[config.mk]
export PLATFORM = sky130hd
export DESIGN_NAME = drf_device_flat
export DESIGN_NICKNAME = d
export VERILOG_FILES = /design/src/logic/drf_pkg.sv /design/src/logic/drf_cmd_if.sv /design/src/logic/drf_device.sv /design/src/flat_wrapper.sv
export SDC_FILE = /design/constraint.sdc
export NUM_CORES = 1
export LEC_CHECK = 0
export BUFFER_PORTS_ARGS = -buffer_cell sky130_fd_sc_hd__buf_4
export CORE_MARGIN = 10
export CORE_UTILIZATION = 45
export CTS_BUF_LIST = sky130_fd_sc_hd__clkbuf_2 sky130_fd_sc_hd__clkbuf_4 sky130_fd_sc_hd__clkbuf_8
export DETAILED_ROUTE_END_ITERATION = 10
export PLACE_DENSITY = 0.75
export SLEW_MARGIN = 20
export SYNTH_ARGS = -nofsm -noshare
export SYNTH_HDL_FRONTEND = slang
export SYNTH_SLANG_ARGS = --single-unit
[constraint.sdc]
create_clock -name clock -period 3 [get_ports clock]
set_clock_uncertainty 0.1 [all_clocks]
set_input_delay 0.6 -clock clock [delete_from_list [all_inputs] [get_ports clock]]
set_output_delay 0.6 -clock clock [all_outputs]
set_load 0.005 [all_outputs]
[src/logic/drf_pkg.sv]
// package: shared constants of the refresh command link
package drf_pkg;
    // ------------------------------------------------------------
    // timing
    // ------------------------------------------------------------
    localparam int CLK_PERIOD_PS   = 10000;
    localparam int BASE_INTERVAL_NS = 7800;  // avg_refresh_interval base, 7.8 us
    localparam int BASE_INTERVAL_CYC = (BASE_INTERVAL_NS * 1000) / CLK_PERIOD_PS;
    localparam int REFRESH_CYCLE_TIME_NS = 350; // refresh_cycle_time default
    localparam int REFRESH_CYCLE_TIME_CYC =
        (REFRESH_CYCLE_TIME_NS * 1000 + CLK_PERIOD_PS - 1) / CLK_PERIOD_PS;
    localparam int PRECHARGE_TIME_NS = 14;   // precharge_time default
    localparam int PRECHARGE_TIME_CYC =
        (PRECHARGE_TIME_NS * 1000 + CLK_PERIOD_PS - 1) / CLK_PERIOD_PS;
    // ------------------------------------------------------------
    // mode register fields
    // ------------------------------------------------------------
    localparam int MR4_TCR_EN_BIT  = 3;
    localparam int MR4_TCR_RNG_BIT = 2;
    localparam int MR3_RATE_LSB    = 6;
    localparam int MR3_RATE_W      = 3;
    localparam logic [2:0] RATE_FIX1X = 3'h0;
    localparam logic [2:0] RATE_FIX2X = 3'h1;
    localparam logic [2:0] RATE_FIX4X = 3'h2;
    localparam logic [2:0] RATE_OTF12 = 3'h5;
    localparam logic [2:0] RATE_OTF14 = 3'h6;
    // ------------------------------------------------------------
    // postpone / pull-in budget and skip gear
    // ------------------------------------------------------------
    localparam int POSTPONE_1X = 8;
    localparam int BAL_W       = 7;
    localparam int GEAR_COLD   = 4;    // skip all but one of four below 45 C in extended range
    localparam int GEAR_EXT    = 2;    // extended range from 45 to below 85 C: keep one of two
    localparam int COOL_TEMP_C = 45;
    localparam int HOT_TEMP_C  = 85;
    localparam logic [7:0] COOL_TEMP = 8'h2D;
    localparam logic [7:0] HOT_TEMP  = 8'h55;
    localparam logic [2:0] SKIP_NONE = 3'h0;
endpackage

[src/logic/drf_cmd_if.sv]
// interface: command bus between controller and device
`timescale 1ns/1ps
interface drf_cmd_if;
    logic csN;      // chip select, low active
    logic actN;     // activate strobe, high for refresh
    logic rasN;     // row strobe on A16
    logic casN;     // column strobe on A15
    logic weN;      // write enable on A14
    logic bg0;      // on-the-fly rate select
    logic [17:0] addr;  // address, ignored for refresh
    logic banksIdle;    // device reports all banks precharged
    modport ctrl (output csN, actN, rasN, casN, weN, bg0, addr, input banksIdle);
    modport dev  (input csN, actN, rasN, casN, weN, bg0, addr, output banksIdle);
endinterface

[src/logic/drf_device.sv]
// module: device-side refresh decode, lockout and temperature-controlled skipping
// ------------------------------------------------------------
// Summary of operation
// - low cs/ras/cas, high act/we starts refresh
// - controller refreshes only after precharge idle
// - row comes from internal counter, address ignored
// - banks precharged idle after refresh ends
// - controller sends deselect during refresh cycle time
// - controller issues each refresh separately, average interval
// - deferral at most 8, 16, 32
// - gap at most 9, 17, 33 intervals; busyReq after a full pull-in lets the controller stretch it to 16, 32, 64
// - pull-in up to 8, 16, 32 credited
// - excess pull-ins earn no credit
// - extra refreshes limited per window
// - tcr off: refresh 3.9 or 7.8 us
// - mode four bit 3 enables tcr
// - mode four bit 2 selects extended range
// - tcr registers refreshes, skips by gear
// - normal range skips only below 45 C
// - extended range skips to normal interval
// - controller refreshes every 3.9 us extended
// - controller programs matching temperature range
// - mode three bits 8:6 select rate
// - interval halves in 2x, quarters 4x
// ------------------------------------------------------------
`timescale 1ns/1ps
module drf_device #(
    parameter int ROW_W = 16,
    parameter int RFC_CYC = drf_pkg::REFRESH_CYCLE_TIME_CYC
) (
    input  wire logic             clock,        // 100 MHz command clock
    input  wire logic             rst_b,        // async reset, low active
    input  wire logic             clkEn,        // freezes all state when low
    drf_cmd_if.dev                cmd,          // command bus
    input  wire logic [12:0]      modeRegFour,  // mode_reg_four contents
    input  wire logic [12:0]      modeRegThree, // mode_reg_three contents
    input  wire logic [7:0]       caseTemp,     // case temperature, degrees C
    output logic                  refBusy,      // internal refresh in progress
    output logic                  refDone,      // pulse: refresh cycle completed
    output logic                  refSkipped,   // pulse: refresh registered, skipped
    output logic [ROW_W-1:0]      refreshRow,   // internal row counter
    output logic                  rate2x,       // current refresh in 2x or 4x
    output logic                  rate4x        // current refresh in 4x
);
    initial
    begin
        if (ROW_W < 1 || RFC_CYC < 1)
            $error("drf_device: bad parameter");
    end

    logic [2:0]  gearCnt;

    // ------------------------------------------------------------
    // command decode
    // ------------------------------------------------------------
    wire        isRefresh = !cmd.csN && cmd.actN && !cmd.rasN && !cmd.casN && cmd.weN;
    wire [2:0]  rateMode  = modeRegThree[drf_pkg::MR3_RATE_LSB +: drf_pkg::MR3_RATE_W];
    wire        otf       = rateMode == drf_pkg::RATE_OTF12 || rateMode == drf_pkg::RATE_OTF14;
    wire        next2x    = rateMode == drf_pkg::RATE_FIX2X || rateMode == drf_pkg::RATE_FIX4X
                            || (otf && cmd.bg0);
    wire        next4x    = rateMode == drf_pkg::RATE_FIX4X
                            || (rateMode == drf_pkg::RATE_OTF14 && cmd.bg0);
    wire        tcrOn     = modeRegFour[drf_pkg::MR4_TCR_EN_BIT];
    wire        extRange  = modeRegFour[drf_pkg::MR4_TCR_RNG_BIT];
    wire        cold      = caseTemp < drf_pkg::COOL_TEMP;
    wire        warm      = caseTemp < drf_pkg::HOT_TEMP;
    // gear ratio: how many registered refreshes make one executed refresh
    wire [2:0]  gear      = !tcrOn ? 3'h1 :
                            cold ? (extRange ? 3'h4 : 3'h2) :
                            (extRange && warm) ? 3'h2 : 3'h1;
    wire        doRefresh = gearCnt + 3'h1 >= gear;
    wire        accept    = isRefresh && !refBusy;

    // ------------------------------------------------------------
    // state
    // ------------------------------------------------------------
    logic [15:0] lockCnt;
    wire  [15:0] rfcCyc = 16'(RFC_CYC);

    always_ff @(posedge clock or negedge rst_b)
    begin
        if (!rst_b)
        begin
            gearCnt    <= drf_pkg::SKIP_NONE;
            lockCnt    <= 16'h0000;
            refBusy    <= 1'b0;
            refDone    <= 1'b0;
            refSkipped <= 1'b0;
            refreshRow <= '0;
            rate2x     <= 1'b0;
            rate4x     <= 1'b0;
            cmd.banksIdle <= 1'b1;
        end
        else if (clkEn)
        begin
            refDone    <= 1'b0;
            refSkipped <= 1'b0;
            if (accept)
            begin
                // address pins are not read; the row comes from refreshRow
                gearCnt <= doRefresh ? 3'h0 : gearCnt + 3'h1;
                rate2x  <= next2x;
                rate4x  <= next4x;
                if (doRefresh)
                begin
                    refBusy       <= 1'b1;
                    cmd.banksIdle <= 1'b0;
                    lockCnt       <= rfcCyc;
                end
                else
                    refSkipped <= 1'b1;
            end
            else if (refBusy)
            begin
                if (lockCnt == 16'h0001)
                begin
                    refBusy       <= 1'b0;
                    refDone       <= 1'b1;
                    cmd.banksIdle <= 1'b1;
                    refreshRow    <= refreshRow + 1'b1;
                end
                lockCnt <= lockCnt - 16'h0001;
            end
        end
    end
endmodule

[src/flat_wrapper.sv]
// flat-port wrapper written by rule: the top's interface ports become plain ports
module drf_device_flat 
#(
    parameter int ROW_W = 16,
    parameter int RFC_CYC = drf_pkg::REFRESH_CYCLE_TIME_CYC
)
  (clock, rst_b, clkEn, modeRegFour, modeRegThree, caseTemp, refBusy, refDone, refSkipped, refreshRow, rate2x, rate4x, cmd_csN, cmd_actN, cmd_rasN, cmd_casN, cmd_weN, cmd_bg0, cmd_addr, cmd_banksIdle);
  drf_cmd_if cmd_i ();
  input  wire logic clock;
  input  wire logic rst_b;
  input  wire logic clkEn;
  input  wire logic [12:0] modeRegFour;
  input  wire logic [12:0] modeRegThree;
  input  wire logic [7:0] caseTemp;
  output logic refBusy;
  output logic refDone;
  output logic refSkipped;
  output logic [ROW_W-1:0] refreshRow;
  output logic rate2x;
  output logic rate4x;
  input wire logic [$bits(cmd_i.csN)-1:0] cmd_csN;
  input wire logic [$bits(cmd_i.actN)-1:0] cmd_actN;
  input wire logic [$bits(cmd_i.rasN)-1:0] cmd_rasN;
  input wire logic [$bits(cmd_i.casN)-1:0] cmd_casN;
  input wire logic [$bits(cmd_i.weN)-1:0] cmd_weN;
  input wire logic [$bits(cmd_i.bg0)-1:0] cmd_bg0;
  input wire logic [$bits(cmd_i.addr)-1:0] cmd_addr;
  output wire logic [$bits(cmd_i.banksIdle)-1:0] cmd_banksIdle;
  assign cmd_i.csN = cmd_csN;
  assign cmd_i.actN = cmd_actN;
  assign cmd_i.rasN = cmd_rasN;
  assign cmd_i.casN = cmd_casN;
  assign cmd_i.weN = cmd_weN;
  assign cmd_i.bg0 = cmd_bg0;
  assign cmd_i.addr = cmd_addr;
  assign cmd_banksIdle = cmd_i.banksIdle;
  drf_device #(.ROW_W(ROW_W), .RFC_CYC(RFC_CYC)) u_core (.clock(clock), .rst_b(rst_b), .clkEn(clkEn), .cmd(cmd_i), .modeRegFour(modeRegFour), .modeRegThree(modeRegThree), .caseTemp(caseTemp), .refBusy(refBusy), .refDone(refDone), .refSkipped(refSkipped), .refreshRow(refreshRow), .rate2x(rate2x), .rate4x(rate4x));
endmodule
-- Word level (Yosys, flattened, before mapping)
Index checks and enable logic that the tools add are counted.
- $add $sub $neg: 3
- $lt $le $gt $ge: 3
- equality and inequality tests: 6
- muxes and demuxes: 21
- bitwise gates (word level): 1
- reduce and logical (&&, ||, !) cells: 23
- operator list (operator ; number):
    two-way mux 16 bit ; 3
    adder 16 x 1 -> 16 bit, second input constant ; 1
    == test 16 x 1 -> 1 bit, second input constant ; 1
    subtractor 16 x 1 -> 16 bit, second input constant ; 1
    two-way mux 1 bit ; 13
    two-way mux 3 bit ; 4
    logical AND 1 bit ; 8
    < comparator 8 x 6 -> 1 bit, second input constant ; 1
    < comparator 8 x 7 -> 1 bit, second input constant ; 1
    AND reduction 4 bit ; 2
    == test 3 bit, second input constant ; 2
    logical NOT 1 bit ; 4
    logical OR 1 bit ; 4
    AND reduction 2 bit ; 2
    nonzero test 2 bit ; 2
    adder 3 x 1 -> 3 bit, second input constant ; 1
    == test 3 x 1 -> 1 bit, second input constant ; 1
    == test 3 x 2 -> 1 bit, second input constant ; 1
    >= comparator 3 bit ; 1
    AND reduction 3 bit ; 1
    two-way mux 2 bit ; 1
    inequality test 2 x 1 -> 1 bit, second input constant ; 1
    inverter 1 bit ; 1
- bits in registers: 41
- output and inout bits: 22
- word-level logic and storage cells: 66

-- Longest topological paths before layout
- depth in word-level cells: 8
- gate-level depth with buffers: 10

-- Worst setup path before layout
Ideal clock, no wire load.
- kind: in2reg
- start: input port caseTemp[1]
- end: register u_core.gearCnt[0]
- library setup time: 0.083 ns
- arrival: 2.554 ns
- required time: 2.817 ns
- path slack: 0.264 ns
- stages: 8
- buffers on the path: 0
- cells stage by stage: o21a_1 > a32o_1 > a221o_1 > ha_1 > o21ai_0 > a21oi_1 > or2_2 > o21ai_0
- word-level cells in the longest chain between the ends: 7
- elaborated cells between the ends (all ways): 8
- RTL lines (element ; RTL line ; text):
    start, declared ; flat_wrapper.sv:14 ; input wire logic [7:0] caseTemp;
    < comparator 8 x 7 -> 1 bit ; drf_device.sv:66 ; wire warm = caseTemp < drf_pkg::HOT_TEMP;
    logical AND 1 bit ; drf_device.sv:70 ; (extRange && warm) ? 3'h2 : 3'h1;
    two-way mux 2 bit ; drf_device.sv:70 ;
    two-way mux 3 bit (*) ; drf_device.sv:69 ; cold ? (extRange ? 3'h4 : 3'h2) :
    two-way mux 3 bit (*) ; drf_device.sv:68 ; wire [2:0] gear = !tcrOn ? 3'h1 :
    >= comparator 3 bit (*) ; drf_device.sv:71 ; wire doRefresh = gearCnt + 3'h1 >= gear;
    two-way mux 3 bit (*) ; drf_device.sv:101 ; gearCnt <= doRefresh ? 3'h0 : gearCnt + 3'h1;
    end signal, assigned ; drf_device.sv:84 ; gearCnt <= drf_pkg::SKIP_NONE;
    end signal, assigned ; drf_device.sv:101 ;
    end, declared ; drf_device.sv:51 ; logic [2:0] gearCnt;
Mark *: on every way between the ends. The rest lies on a longest branch, timed or not.
A chain may end at the register's enable or synchronous reset.

-- Final worst setup path
- start: input port caseTemp[1]
- end: register u_core.lockCnt[5]
- word-level cells in the longest chain between the ends: 8
- elaborated cells between the ends (all ways): 9
- RTL lines (element ; RTL line ; text):
    < comparator 8 x 7 -> 1 bit ; drf_device.sv:66 ;
    logical AND 1 bit ; drf_device.sv:70 ;
    two-way mux 2 bit ; drf_device.sv:70 ;
    two-way mux 3 bit (*) ; drf_device.sv:69 ;
    two-way mux 3 bit (*) ; drf_device.sv:68 ;
    >= comparator 3 bit (*) ; drf_device.sv:71 ;
    inequality test 2 x 1 -> 1 bit (no line) (*) ; - ;
    AND reduction 3 bit (no line) (*) ; - ;
    end signal, assigned ; drf_device.sv:108 ; lockCnt <= rfcCyc;
    end signal, assigned ; drf_device.sv:122 ; lockCnt <= lockCnt - 16'h0001;
    end, declared ; drf_device.sv:77 ; logic [15:0] lockCnt;
Marks and branches as above.

==> impl_results.md <==
- RSZ-0062 raised after global routing: no
- CTS tree: built
- Critical path fanouts, max: 7
- P_int: 1050 µW
- Routed len/inst: approximately 14 µm
- Crit path top cell by count: buf_4
- WP data arrival: about 2.7 ns
- Initial antenna violation count: 0
- CTS Buf Count: 5
- Via count of the first global-routing pass: 1564
- VDD IR max: approximately 0.00032 V
- Relative slew slack: 0.663
- Reg2Reg Depth: 7
- Crit path launch type: input pin
- F_max: roughly 380 MHz
- Layout cell share with drive strength beyond 1: 0.273
- Worst slew pin tran: 0.506 ns
- Routed Antenna Nets: 0
- Row cnt: 25
- H-tree depth: 2
- Area Growth Syn to Fin: 22.2%
- Leading area contributor after synthesis: dfrtp_1
- NetSw: about 530 µW
- CP Buf/Inv Count: 3
- Seq pwr share: 0.501
- Worst reg2reg setup slack: about 0.82 ns
- Final setup viols: 0
- Avg Cell Area, Syn: around 10 µm²
- Top delay family on crit path: compound AO/OA/AOI/OAI gates
- Synthesized flop and latch total: 41
- Overall via count from detail_route: ~1600
- Required time of the critical path: approximately 3 ns
- GRT Util Overall: 0.115
- Hold WC Path Type: input pin to async pin
- Min Tclk post-route: around 2.6 ns
- GRT overflow: 0
- Status: finished, final reports clean
- Die Width: 89.3 µm
- Reg clk slew, reported paths: 0.08 ns
- CP peak stage delay: roughly 0.36 ns
- Seq/Total Area, Yosys: 0.475
- CTS root buf: clkbuf_8
- R2R Path End: u_core.lockCnt[5]
- Fin crit share: 0.883
- Slowest-stage cell, CP: or3b_1
- Final WL: between 4 and 5 mm
- Post-synthesis cell count: between 200 and 250
- Max Cap Violations: 0
- Die Span Y: 89.3 µm
- RR Startpoint: u_core.gearCnt[0]
- Power per cell area: around 600 nW/µm²
- Clk_lat worst skew: roughly 0.3 ns
- Port Buffers: 43
- Post-CTS Resized: 0
- Crit. End Element: register
- Setup CP Type: input pin to register
- Commonest cells after routing, fill and taps aside: buf_4, dfrtp_1, xnor2_1
- Combinational fraction of design power: 0.267
- 1st-iter DRT viols: between 70 and 80
- Clock Sinks: 41
- Synth top area share: 0.463
- Synth top area cells: dfrtp_1, xnor2_1, ha_1
- Setup TNS: 0 ns
- Nets: between 300 and 400
- Core Region: approximately 4700 µm²
- Critical-path cell list: buf_4 > o21a_1 > a32o_1 > a221o_1 > ha_1 > o21ai_0 > buf_4 > a211oi_4 > buf_4 > or3b_1
- Hold Fails Final Rpt: 0
- Post-route DRC: 0
- Final GP Congestion: about 0.77
- # Post-CTS Setup Buffers: 0
- Mean number of vias per cell: around 5.2
- Yosys cell types: 50
- Largest net degree at the start of global routing: 42
- Hold buffer count at cts: 0
- Post-DP HPWL: about 3.3 mm
- Drt first pass iters: 4
- N_diodes: 0
- Longest Clk Path Bufs: 2
- IO Count: slightly above 80
- Synth Warn #: 0
- First-pass GRT wire length: slightly above 7 mm
- Slew Limit Fails: 0
- Switching share of power: 0.335
- Most common cell after layout, fill and taps aside: buf_4
- Starting Density: 0.461
- Leakage power: approximately 0.0012 µW
- Die area: roughly 8000 µm²
- Post-layout util: 0.563
- Clk pwr share: 0.231
- Post-synthesis cell area: approximately 2200 µm²
- Fill cells: between 400 and 500
- Syn nets: ~280
==> final cells by class <==
type	instances	area, µm²	share of cell area
clock buffers	6	76.3	0.0289
clock inverters	2	15.0	0.00568
inverters	7	26.3	0.00995
multi-input cells	154	1080	0.410
flip-flops and latches	41	1030	0.389
well taps	54	67.6	0.0256
repair buffers	46	345	0.131
==> logic make-up after synthesis <==
kind of cell,after synthesis,share of synthesized area
AO/OA/AOI/OAI,26,0.0828
buffers and inverters,12,0.0237
adder cells (fa/ha/maj),7,0.0405
AND/OR/NAND/NOR,91,0.255
XOR/XNOR,29,0.117
multiplexers,1,0.00521
flip-flops,41,0.475
==> synthesized netlist by cell type, drive strengths merged <==
| cell type | instances |
|---|---|
| mux2 | 1 |
| a32o | 1 |
| dfstp | 1 |
| a221o | 1 |
| nand4bb | 1 |
| o41ai | 1 |
| o31ai | 1 |
| and4bb | 1 |
| a211oi | 2 |
| or2 | 1 |
| or3b | 1 |
| nor2 | 21 |
| and3 | 4 |
| nand3b | 1 |
| o22ai | 1 |
| clkbuf | 2 |
| buf | 3 |
| nand4 | 7 |
| a21oi | 6 |
| nand2b | 4 |
| nor4 | 2 |
| nand2 | 14 |
| nor4b | 2 |
| o21ai | 8 |
| xnor2 | 22 |
| inv | 7 |
| nor3b | 2 |
| or3 | 2 |
| o21bai | 2 |
| nor3 | 11 |
| o21a | 1 |
| dfrtp | 40 |
| nor2b | 2 |
| and2 | 3 |
| o2bb2ai | 1 |
| xor2 | 7 |
| a21o | 1 |
| nand3 | 10 |
| ha | 7 |
| and4 | 2 |
==> worst max-delay path by stage <==
| stage | startpoint | endpoint | slack, ns | cells past startpoint |
|---|---|---|---|---|
| floorplan | caseTemp[1] | u_core.gearCnt[0] | 0.26 | 8 |
| global placement | caseTemp[1] | u_core.lockCnt[5] | 0.08 | 10 |
| detailed placement | caseTemp[1] | u_core.lockCnt[5] | 0.04 | 10 |
| CTS | caseTemp[1] | u_core.lockCnt[5] | 0.36 | 10 |
| global route | caseTemp[1] | u_core.gearCnt[2] | 0.30 | 10 |
| finish | caseTemp[1] | u_core.lockCnt[5] | 0.35 | 10 |
==> power by group through the flow <==
stage	clock network, µW	registers, µW	logic (µW)
after floorplan	0	784	308
after global placement	0	801	419
after detailed placement	0	804	431
after CTS	376	795	433
after global routing	396	816	491
final	367	795	424
==> worst reg2reg max path: cells and delay by family (launching register included) <==
kind | cells | cell delay [ns]
flops | 1 | 0.42
buf+inv | 1 | 0.17
simple gates | 2 | 0.58
xor+xnor | 1 | 0.18
fa+ha+maj | 2 | 0.55
compound gates | 1 | 0.07
==> registers in the layout, summed over array words and instances (netlist names) <==
signal / count
u_core.cmd.banksIdle: 1
u_core.gearCnt: 3
u_core.lockCnt: 16
u_core.rate2x: 1
u_core.rate4x: 1
u_core.refBusy: 1
u_core.refDone: 1
u_core.refSkipped: 1
u_core.refreshRow: 16
==> metrics by stage <==
step	instances	power, µW	hold slack [ns]	instance area [µm²]	worst slack (ns)
after floorplan	207	1090	0.204	2160	0.264
after global placement	302	1220	0.362	2550	0.0830
after detailed placement	302	1230	0.369	2550	0.0373
after CTS	310	1600	0.188	2640	0.357
after global routing	310	1700	0.210	2640	0.299
final	310	1590	0.163	2640	0.351
==> metal layers <==
layer / global-route usage / vias to the layer above / part of all wire
met5: 0 / - / 0
met4: 0.0564 / 0 / 0.019
met3: 0.0374 / 4 / 0.070
met2: 0.182 / 28 / 0.47
met1: 0.136 / 769 / 0.44
li1: - / 816 / -
No activity file was read; power rests on OpenSTA's default activity.
